<file path="src/rtc_pkg.sv">
// Shared constants, register map and carrier types of the periodic counter.
// Assumes a single 50 MHz system clock and a synchronous active-low reset.
`default_nettype none

package rtc_pkg;

	timeunit 1ns;
	timeprecision 1ns;

	// ****************************************************************
	// Widths
	// ****************************************************************
	localparam int ADDR_W = 3;
	localparam int DATA_W = 8;
	localparam int PS_W   = 4;
	localparam int CLKS_W = 2;
	localparam int DIV_W  = 18;
	localparam int TAB_N  = 32;

	// ****************************************************************
	// Register offsets
	// ****************************************************************
	localparam logic [ADDR_W-1:0] ADDR_SC       = 3'h0;
	localparam logic [ADDR_W-1:0] ADDR_CNT      = 3'h1;
	localparam logic [ADDR_W-1:0] ADDR_MOD      = 3'h2;
	localparam logic [ADDR_W-1:0] ADDR_IRQ_STAT = 3'h3;
	localparam logic [ADDR_W-1:0] ADDR_IRQ_CLR  = 3'h4;
	localparam logic [ADDR_W-1:0] ADDR_IRQ_EN   = 3'h5;

	// ****************************************************************
	// Field positions
	// ****************************************************************
	localparam int SC_FLAG_BIT   = 7;
	localparam int SC_CLKS_HI    = 6;
	localparam int SC_CLKS_LO    = 5;
	localparam int SC_IE_BIT     = 4;
	localparam int SC_PS_HI      = 3;
	localparam int SC_PS_LO      = 0;
	localparam int IRQ_MATCH_BIT = 0;

	// ****************************************************************
	// Reset values and codes
	// ****************************************************************
	localparam logic [DATA_W-1:0] CNT_RST   = 8'h00;
	localparam logic [DATA_W-1:0] MOD_RST   = 8'h00;
	localparam logic [DATA_W-1:0] RDATA_RST = 8'h00;
	localparam logic [PS_W-1:0]   PS_OFF    = 4'h0;
	localparam logic [CLKS_W-1:0] CLKS_LPO  = 2'h0;
	localparam logic [CLKS_W-1:0] CLKS_EXT  = 2'h1;
	localparam logic [DIV_W-1:0]  PRESC_RST = 18'h00000;
	localparam logic [DIV_W-1:0]  PRESC_ONE = 18'h00001;
	localparam logic [DATA_W-1:0] CNT_ONE   = 8'h01;

	// ****************************************************************
	// Divide ratio, indexed by {clock source bit 0, prescale select}.
	// ****************************************************************
	localparam logic [DIV_W-1:0] DIV_TABLE [TAB_N] = '{
		18'h00000, 18'h00008, 18'h00020, 18'h00040,
		18'h00080, 18'h00100, 18'h00200, 18'h00400,
		18'h00001, 18'h00002, 18'h00004, 18'h0000a,
		18'h00010, 18'h00064, 18'h001f4, 18'h003e8,
		18'h00000, 18'h00400, 18'h00800, 18'h01000,
		18'h02000, 18'h04000, 18'h08000, 18'h10000,
		18'h003e8, 18'h007d0, 18'h01388, 18'h02710,
		18'h04e20, 18'h0c350, 18'h186a0, 18'h30d40
	};

	// ****************************************************************
	// Carriers
	// ****************************************************************
	typedef struct packed {
		logic              wr;
		logic              rd;
		logic [ADDR_W-1:0] addr;
		logic [DATA_W-1:0] wdata;
	} reg_req_t;

	typedef struct packed {
		logic low_power_osc_clock;
		logic external_ref_clock;
		logic internal_ref_clock;
	} src_clks_t;

	typedef struct packed {
		logic [CLKS_W-1:0] clock_source_select;
		logic [PS_W-1:0]   prescale_select;
		logic              match_irq_enable;
		logic              match_flag;
		logic [DATA_W-1:0] modulo_value;
		logic [DATA_W-1:0] count_value;
		logic [DIV_W-1:0]  presc;
		logic [DATA_W-1:0] rdata;
	} rtc_state_t;

	typedef struct packed {
		logic s1;
		logic s2;
		logic s3;
		logic level;
		logic rise;
	} sync_state_t;

endpackage

`default_nettype wire

</file>
<file path="src/clock_edge_sync.sv">
// Brings one slow source clock into the system clock domain as a pulse.
// Assumes the source runs well below half the system clock rate.
`default_nettype none

module clock_edge_sync
	import rtc_pkg::*;
(
	// System
	input  wire logic clk,
	input  wire logic nrst,
	// Source pin
	input  wire logic src,
	// One-cycle pulse per filtered rising edge
	output var  logic rise
);

	timeunit 1ns;
	timeprecision 1ns;

	sync_state_t q;
	sync_state_t d;

	// A level change counts only once the second and third stages agree,
	// so a glitch caught by the first stage never produces an edge.
	always_comb begin
		d      = q;
		d.s1   = src;
		d.s2   = q.s1;
		d.s3   = q.s2;
		d.rise = 1'b0;
		if (q.s2 == q.s3 && q.s3 != q.level) begin
			d.level = q.s3;
			d.rise  = q.s3;
		end
	end

	always_ff @(posedge clk) begin
		if (!nrst) begin
			q <= '0;
		end else begin
			q <= d;
		end
	end

	assign rise = q.rise;

endmodule

`default_nettype wire

</file>
<file path="src/periodic_realtime_counter.sv">
// Periodic real-time counter with prescaler, modulo match and interrupt.
// Assumes a register master on clk and three slow source clocks on pins.
//
// Contract
// RQ1 - Eight-bit counter, eight-bit modulo, source selector, prescaler.
// RQ2 - Reset stops counter at 0x00, modulo 0x00, prescaler off.
// RQ3 - Reset selects the low-power oscillator as prescaler input.
// RQ4 - Prescale select zero keeps prescaler off; nonzero starts it.
// RQ5 - Source 00 low-power, 01 external, 1x internal reference clock.
// RQ6 - Writing a different source clears prescaler and counter.
// RQ7 - Writing a different prescale select clears prescaler and counter.
// RQ8 - Prescale select with source bit 0 sets divide ratio.
// RQ9 - Modulo accepts any value 0x00 through 0xff.
// RQ10 - Counter steps each prescaler period, wraps to 0x00 after modulo.
// RQ11 - Match flag sets as counter moves from modulo to 0x00.
// RQ12 - Any modulo write clears prescaler and counter.
// RQ13 - Interrupt raised while flag set and enable is one.
// RQ14 - Writing one to the flag clears flag and interrupt.
// RQ15 - Writing zero leaves the flag; reset clears it.
// RQ16 - Modulo zero sets flag on every prescaler output edge.
// RQ17 - Count is readable; writes to it do nothing.
// RQ18 - Source clocks synchronised into system domain; state read there.
`default_nettype none

module periodic_realtime_counter
	import rtc_pkg::*;
(
	// System
	input  wire logic              clk,
	input  wire logic              nrst,
	// Register port
	input  wire reg_req_t          req,
	output var  logic [DATA_W-1:0] rdata,
	// Source clocks
	input  wire src_clks_t         src,
	// Interrupt
	output var  logic              irq
);

	timeunit 1ns;
	timeprecision 1ns;

	// ****************************************************************
	// Source clock edges
	// ****************************************************************
	logic lpo_rise;
	logic ext_rise;
	logic int_rise;

	// RQ18 source clock sync
	clock_edge_sync u_lpo (
		.clk  (clk),
		.nrst (nrst),
		.src  (src.low_power_osc_clock),
		.rise (lpo_rise)
	);

	clock_edge_sync u_ext (
		.clk  (clk),
		.nrst (nrst),
		.src  (src.external_ref_clock),
		.rise (ext_rise)
	);

	clock_edge_sync u_int (
		.clk  (clk),
		.nrst (nrst),
		.src  (src.internal_ref_clock),
		.rise (int_rise)
	);

	// ****************************************************************
	// Counter state
	// ****************************************************************
	// RQ1 counter and modulo
	rtc_state_t q;
	rtc_state_t d;

	logic              src_edge;
	logic [DIV_W-1:0]  div;
	logic              tick;
	logic              match_set;
	logic              match_clr;
	logic              restart;
	logic [CLKS_W-1:0] new_clks;
	logic [PS_W-1:0]   new_ps;

	always_comb begin
		d         = q;
		d.rdata   = RDATA_RST;
		tick      = 1'b0;
		match_set = 1'b0;
		match_clr = 1'b0;
		restart   = 1'b0;
		new_clks  = req.wdata[SC_CLKS_HI:SC_CLKS_LO];
		new_ps    = req.wdata[SC_PS_HI:SC_PS_LO];

		// RQ5 source select
		unique case (q.clock_source_select)
			CLKS_LPO: src_edge = lpo_rise;
			CLKS_EXT: src_edge = ext_rise;
			default:  src_edge = int_rise;
		endcase

		// RQ8 divide ratio
		div = DIV_TABLE[{q.clock_source_select[0], q.prescale_select}];

		// RQ4 prescaler gate
		if (q.prescale_select != PS_OFF && src_edge) begin
			if (q.presc == div - PRESC_ONE) begin
				d.presc = PRESC_RST;
				tick    = 1'b1;
			end else begin
				d.presc = q.presc + PRESC_ONE;
			end
		end

		// RQ10 count and wrap
		if (tick) begin
			if (q.count_value == q.modulo_value) begin
				d.count_value = CNT_RST;
				// RQ11 flag on wrap
				// RQ16 modulo zero every tick
				match_set = 1'b1;
			end else begin
				d.count_value = q.count_value + CNT_ONE;
			end
		end

		if (req.wr) begin
			unique case (req.addr)
				ADDR_SC: begin
					// RQ6 source change restart
					// RQ7 prescale change restart
					if (new_clks != q.clock_source_select ||
					    new_ps != q.prescale_select) begin
						restart = 1'b1;
					end
					d.clock_source_select = new_clks;
					d.prescale_select     = new_ps;
					d.match_irq_enable    = req.wdata[SC_IE_BIT];
					// RQ14 write one clears
					// RQ15 write zero keeps
					match_clr = req.wdata[SC_FLAG_BIT];
				end
				ADDR_MOD: begin
					// RQ9 full modulo range
					d.modulo_value = req.wdata;
					// RQ12 modulo write restart
					restart = 1'b1;
				end
				ADDR_IRQ_CLR: begin
					match_clr = req.wdata[IRQ_MATCH_BIT];
				end
				ADDR_IRQ_EN: begin
					d.match_irq_enable = req.wdata[IRQ_MATCH_BIT];
				end
				// RQ17 count writes ignored
				default: begin
				end
			endcase
		end

		if (restart) begin
			d.presc       = PRESC_RST;
			d.count_value = CNT_RST;
		end

		// A match in the same cycle as a clear wins, so no event is lost.
		d.match_flag = match_set | (q.match_flag & ~match_clr);

		if (req.rd) begin
			unique case (req.addr)
				ADDR_SC: begin
					d.rdata[SC_FLAG_BIT]           = q.match_flag;
					d.rdata[SC_CLKS_HI:SC_CLKS_LO] = q.clock_source_select;
					d.rdata[SC_IE_BIT]             = q.match_irq_enable;
					d.rdata[SC_PS_HI:SC_PS_LO]     = q.prescale_select;
				end
				// RQ17 count readable
				ADDR_CNT: d.rdata = q.count_value;
				ADDR_MOD: d.rdata = q.modulo_value;
				ADDR_IRQ_STAT: d.rdata[IRQ_MATCH_BIT] = q.match_flag;
				ADDR_IRQ_EN: d.rdata[IRQ_MATCH_BIT] = q.match_irq_enable;
				default: d.rdata = RDATA_RST;
			endcase
		end
	end

	always_ff @(posedge clk) begin
		if (!nrst) begin
			// RQ2 reset state
			// RQ3 default source
			q.clock_source_select <= CLKS_LPO;
			q.prescale_select     <= PS_OFF;
			q.match_irq_enable    <= 1'b0;
			q.match_flag          <= 1'b0;
			q.modulo_value        <= MOD_RST;
			q.count_value         <= CNT_RST;
			q.presc               <= PRESC_RST;
			q.rdata               <= RDATA_RST;
		end else begin
			q <= d;
		end
	end

	// ****************************************************************
	// Outputs
	// ****************************************************************
	assign rdata = q.rdata;

	// RQ13 enabled interrupt
	assign irq = q.match_flag & q.match_irq_enable;

endmodule

`default_nettype wire

</file>
<file path="config.mk">
export PLATFORM = sky130hd
export DESIGN_NAME = periodic_realtime_counter
export DESIGN_NICKNAME = d
export VERILOG_FILES = /design/src/rtc_pkg.sv /design/src/clock_edge_sync.sv /design/src/periodic_realtime_counter.sv
export SDC_FILE = /design/constraint.sdc
export NUM_CORES = 1
export LEC_CHECK = 0
export BUFFER_PORTS_ARGS = -buffer_cell sky130_fd_sc_hd__buf_2
export CAP_MARGIN = 10
export CORE_MARGIN = 2
export CORE_UTILIZATION = 45
export DETAILED_ROUTE_END_ITERATION = 10
export REMOVE_ABC_BUFFERS = 1
export SYNTH_ARGS = -nofsm -noshare
export SYNTH_HDL_FRONTEND = slang
export SYNTH_SLANG_ARGS = --single-unit
</file>
<file path="constraint.sdc">
create_clock -name clk -period 11.6 [get_ports clk]
set_input_delay 1.16 -clock clk [delete_from_list [all_inputs] [get_ports clk]]
set_output_delay 1.16 -clock clk [all_outputs]
set_load 0.01 [all_outputs]
</file>
Word-level counts from Yosys, hierarchy flattened
Memories as Yosys holds them, arrays and structs flattened.
Index checks and enable logic that the tools add are counted.
Storage, ports and cells
  register bits: 65
  bits in read-only memories: 576
  memories: 1
Operators by class
  add/subtract/negate cells: 3
  order comparisons: 1
  equal/unequal tests: 16
  muxes and demuxes: 17
  bitwise gates (word level): 6
  reductions and logical operators: 17
Memory list
  (name not given): depth 32, bits a word 18, rd ports 1, clocked after memory_dff 0, wr ports 0, line periodic_realtime_counter.sv:106  | div = DIV_TABLE[{q.clock_source_select[0], q.prescale_select}];
Operators with widths (number)
  18-bit two-way mux: 3
  7-bit one-hot mux with 3 select lines: 1
  18-bit by 1-bit adder with 18-bit output, second input constant: 1
  18-bit equality test: 1
  18-bit by 1-bit subtractor with 18-bit output, second input constant: 1
  2-bit AND reduction: 7
  8-bit by 1-bit adder with 8-bit output, second input constant: 1
  8-bit equality test: 1
  8-bit two-way mux: 1
  1-bit one-hot mux with 2 select lines: 4
  1-bit two-way mux: 7
  3-bit by 2-bit equality test with 1-bit output, second input constant: 2
  3-bit equality test, second input constant: 2
  6-bit >= comparator, second input constant: 1
  5-bit inverter with 6-bit output: 1
  1-bit one-hot mux with 5 select lines: 1
  1-bit logical AND: 4
  4-bit != test: 1
  4-bit nonzero test: 1
  1-bit equality test: 3
  3-bit by 1-bit equality test with 1-bit output, second input constant: 1
  3-bit logical NOT: 1
  1-bit != test: 3
  1-bit AND: 2
  8 further kinds: 9

Longest topological paths before layout
  depth after elaboration: 10
  gate-level depth with buffers: 18

Hierarchy
Synthesis repeated with hierarchy kept, for this count alone.
Unflattened totals
  cell total of the unflattened synthesis: 507
  area total of the unflattened synthesis: 4246.6 um^2
Modules (own cells, without submodules)
  periodic_realtime_counter: instances 1, cells each 471, area an instance 3799.9 um^2, sequential area each 1001.0 um^2
  clock_edge_sync: instances 3, cells each 12, area an instance 148.9 um^2, sequential area each 100.1 um^2

Worst setup path before layout
Ideal clock, no wire load.
  kind: register to register
  from: reg q[46] (netlist bit)
  to: reg q[31] (netlist bit)
  setup time: 0.071 ns
  arrival: 3.722 ns
  required time: 11.529 ns
  path slack: 7.807 ns
  stages on the path, launching flop included: 17
  period minus slack after synthesis: 3.793 ns
  cell sequence: dfxtp_1 buf_2 buf_2 buf_2 or3_1 ha_1 o21ai_1 nor3_2 and3_1 buf_2 nand3_1 or3b_1 a211o_1 or3_1 buf_2 or4_1 a21oi_1
On the way
  cells in the longest elaborated chain, start to end: 8
  elaborated cells on any way between the ends: 16
  those cells by class: add/sub (1); eq/ne (2); mux (7); bitwise (1); reduce/logical (4); memory (1)
Ends and longest elaborated chain
  start: declaration: line periodic_realtime_counter.sv:76  | rtc_state_t q;
  5-bit inverter with 6-bit output (not written as such): line periodic_realtime_counter.sv:106
  memory read 32 x 18 bit
  18-bit two-way mux (not written as such) (2 in series): line periodic_realtime_counter.sv:106
  18-bit by 1-bit subtractor with 18-bit output: line periodic_realtime_counter.sv:110  | if (q.presc == div - PRESC_ONE) begin
  18-bit equality test: line periodic_realtime_counter.sv:110
  1-bit two-way mux: line periodic_realtime_counter.sv:110
  1-bit two-way mux: line periodic_realtime_counter.sv:109  | if (q.prescale_select != PS_OFF && src_edge) begin
Several ways; a longest one is shown, not always the timed one. The select of a mux whose other input is x is not followed.
A chain may end at the register's enable or synchronous reset.

Final worst setup path
  from: reg q[44] (netlist bit)
  to: reg q[28] (netlist bit)
The elaborated chain is that of the path after synthesis.

==> key figures <==
GRT
  – Vias in the first global route: 3310
  – Pin count of the biggest net entering global routing: 29
  – Total gr overflow: 0
  – First-pass GRT wire length: 15.8 mm
  – GRT Total Usage: 19.9%
  – Initial antenna violation count: 0

Pwr
  – P_leak: 0.00168 uW
  – Worst VDD drop: 0.0474 mV
  – PwrDens: 109 nW/um^2

Floorplanning
  – Initial Utilization: 46.3%
  – Core area: 8680 sq um
  – IO Count: 27
  – Die height: 98.5 microns
  – Die area: 9700 sq um
  – Die X-Extent: 98.5 microns
  – # rows: 34

Timing
  – Maximum clock frequency: 221 MHz
  – Final setup TNS: 0 ps
  – # setup viols final: 0
  – Clock skew: 11.6 ps
  – Period utilization: 39.0%
  – Max-slew violation count: 0
  – Hold slack final: 434 ps
  – Unrepaired setup endpoints after global routing: no
  – Max_slew headroom: 34.9%
  – Slew @ Worst Pin: 976 ps
  – Tmin final: 4520 ps
  – Final Hold Viols: 0

CTS
  – Clock Latency Late Sink: 340 ps
  – Postcts setup bufs: 0
  – Num CTS Buffers: 9
  – Max Buffers Root-to-Sink: 2
  – Clock-pin transition on the worst setup and hold timing paths: 70 ps
  – Post-CTS Hold Fix Bufs: 0
  – H-tree depth: 3
  – Sink Count: 65
  – Post-cts gate resize count: 0
  – CTS tree: yes
  – CTS root buffer: clkbuf_8

Setup path
  – Worst-path cell chain: inv_1 -> ha_1 -> nor2b_1 -> nand2_1 -> ha_1 -> o21ai_1 -> nor3_2 -> and3_1 -> a21oi_1 -> or3b_1 -> a211o_1 -> or3_1 -> o21ai_1 -> o21ba_1
  – Max incr delay on CP: 640 ps
  – CP endpoint kind: flip-flop
  – Crit Path Category: reg -> reg
  – Startpoint types: flip-flop
  – R2R Setup Slk: 7080 ps
  – Worst R2R Start: q[44]$_SDFFE_PN0P_
  – Data arrival, critical path: 4750 ps
  – Critical Path RT: 11830 ps
  – Crit path max fanout: 17
  – Crit-path slowest cell: dfxtp_1
  – RR Endpoint: q[28]$_SDFFE_PP0P_
  – FF-to-FF path depth: 14

Synth
  – Sequential share of the synthesized area: 32.4%
  – Mapped Area: 4020 sq um
  – Largest area contributor in the netlist: dfxtp_1
  – Ys flop type: dfxtp_1
  – Warnings, synthesis: 0
  – Syn avg cell area: 8.02 sq um
  – Post-synth top cells: dfxtp_1 (65), nor2_1 (57), nand2_1 (51)
  – Synth unique cells: 66
  – Yosys top cell area share: 32.4%
  – Most frequent cell after synthesis: dfxtp_1
  – Post-synth EDFFs: 0
  – Largest cells by area after synthesis: dfxtp_1 (32%), xor2_1 (7.0%), nor2_1 (5.3%)
  – Flop and latch count out of synthesis: 65
  – Async SR Flop Fraction: 0%
  – Post-Syn Instances: 501

Cells and area
  – Fraction of layout cells with a size suffix above 1: 10.2%
  – Layout Area Growth over Synthesis: 7.97%
  – Fill cells: 856
  – Final nets: 533
  – Util after Layout: 50.0%
  – Ant. Diodes: 0
  – Final Cell Area: 4340 sq um

Place
  – Final Wtd Congestion: 0.847
  – Hpwl dp: 6.77 mm
  – Placed Area: 4120 sq um
  – PortBufs: 26

Run
  – Max Cap Viol: 0

Routing
  – DR vias: 3463
  – Vias per std cell: 5.59
  – DR iter-0 viols: 126
  – Routed length per placed instance: 14.7 microns
  – Residual DRC count: 0
  – Number of nets with antenna violations after routing: 0
  – Routed wire length: 9.13 mm
  – Drt pass-1 iters: 5

Outcome
  – Outcome: finished, final reports clean

Hold path
  – Hold_sp: u_ext.d[3]$_SDFF_PN0_
  – Hold path depth: 1
  – Worst hold path class: reg -> reg
  – Worst Hold Endpoint: u_ext.d[2]$_SDFF_PN0_
-- worst max-delay path by stage --
stage	startpoint	end	slack, ps	depth (start not counted)
final	q[44]$_SDFFE_PN0P_	q[28]$_SDFFE_PP0P_	7080	14
after floorplan	q[47]$_SDFFE_PN0P_	q[31]$_SDFFE_PP0P_	7650	12
after global placement	q[47]$_SDFFE_PN0P_	q[28]$_SDFFE_PP0P_	7250	12
after CTS	q[47]$_SDFFE_PN0P_	q[28]$_SDFFE_PP0P_	7070	12
after global routing	q[47]$_SDFFE_PN0P_	q[28]$_SDFFE_PP0P_	6670	13
after detailed placement	q[44]$_SDFFE_PN0P_	q[28]$_SDFFE_PP0P_	7080	14
-- worst max-delay path: cells and delay by family, from the launching register on --
| family | cells | cell delay (ps) |
|---|---|---|
| AO/OA/AOI/OAI | 5 | 1330 |
| adder cells (fa/ha/maj) | 2 | 470 |
| buffers and inverters | 1 | 190 |
| flip-flops | 1 | 640 |
| AND/OR/NAND/NOR | 6 | 1780 |
-- sequential cells by signal (all words and copies together), names as in the netlist --
signal,flops
u_int.d,2
u_ext.d,2
u_int.q,2
rdata,8
u_lpo.q,2
u_ext.rise,1
u_ext.q,2
u_int.rise,1
u_lpo.d,2
u_lpo.rise,1
q,42
-- stage by stage --
stage	instances	setup slack (ps)	total power [uW]
2_1_floorplan	470	7650	254
3_3_place_gp	604	7250	267
3_5_place_dp	604	7080	267
4_1_cts	620	7070	479
5_1_grt	620	6670	494
6_report	620	7080	473
-- report_power, final --
part / internal (uW) / switching (uW)
Clock: 121 / 90.5
Combinational: 13.1 / 19.9
Sequential: 226 / 3.50
-- area by class of cell --
cell class              instances  area, sq um  area share [%]
multi-input cells             394         2510            57.9
flip-flops and latches         65         1300            30.0
well taps                     108          135            3.12
repair buffers                 26          130            3.00
clock buffers                   9          124            2.86
clock inverters                 7         95.1            2.19
inverters                      11         41.3           0.952
-- cell usage in the layout (no fill, tap or decap), types with 7 or more instances in the layout --
cell	instances
dfxtp_1	65
and2_1	13
or3_1	14
inv_1	11
nand2b_1	9
nand2_1	51
a21oi_1	41
xnor2_1	21
o21ai_0	19
nand3_1	13
buf_2	26
nor2b_1	7
clkbuf_8	9
nor2_1	57
nand4_1	8
mux2i_1	18
nor3_1	9
xor2_1	32
ha_1	8
-- kinds of logic (layout without fill, tap and decap cells) --
group / count (synthesis) / count (layout) / synth area share, %
buffers and inverters: 42 / 53 / 5.11
AOI/OAI and AO/OA: 98 / 98 / 15.4
muxes: 19 / 19 / 4.76
DFF: 65 / 65 / 32.4
adders and majority gates: 8 / 8 / 2.49
and+or+nand+nor: 215 / 215 / 27.7
xor gates and xnor gates: 54 / 54 / 12.1
-- layer usage --
metal / track usage (%) / up-vias / part of all wire (%)
met5: 0 / - / 0
met4: 6.85 / 0 / 1.3
met3: 3.62 / 8 / 3.2
met2: 33.6 / 54 / 49
met1: 25.7 / 1642 / 47
li1: - / 1759 / -
Note: power is estimated with default switching activity, not from simulation.
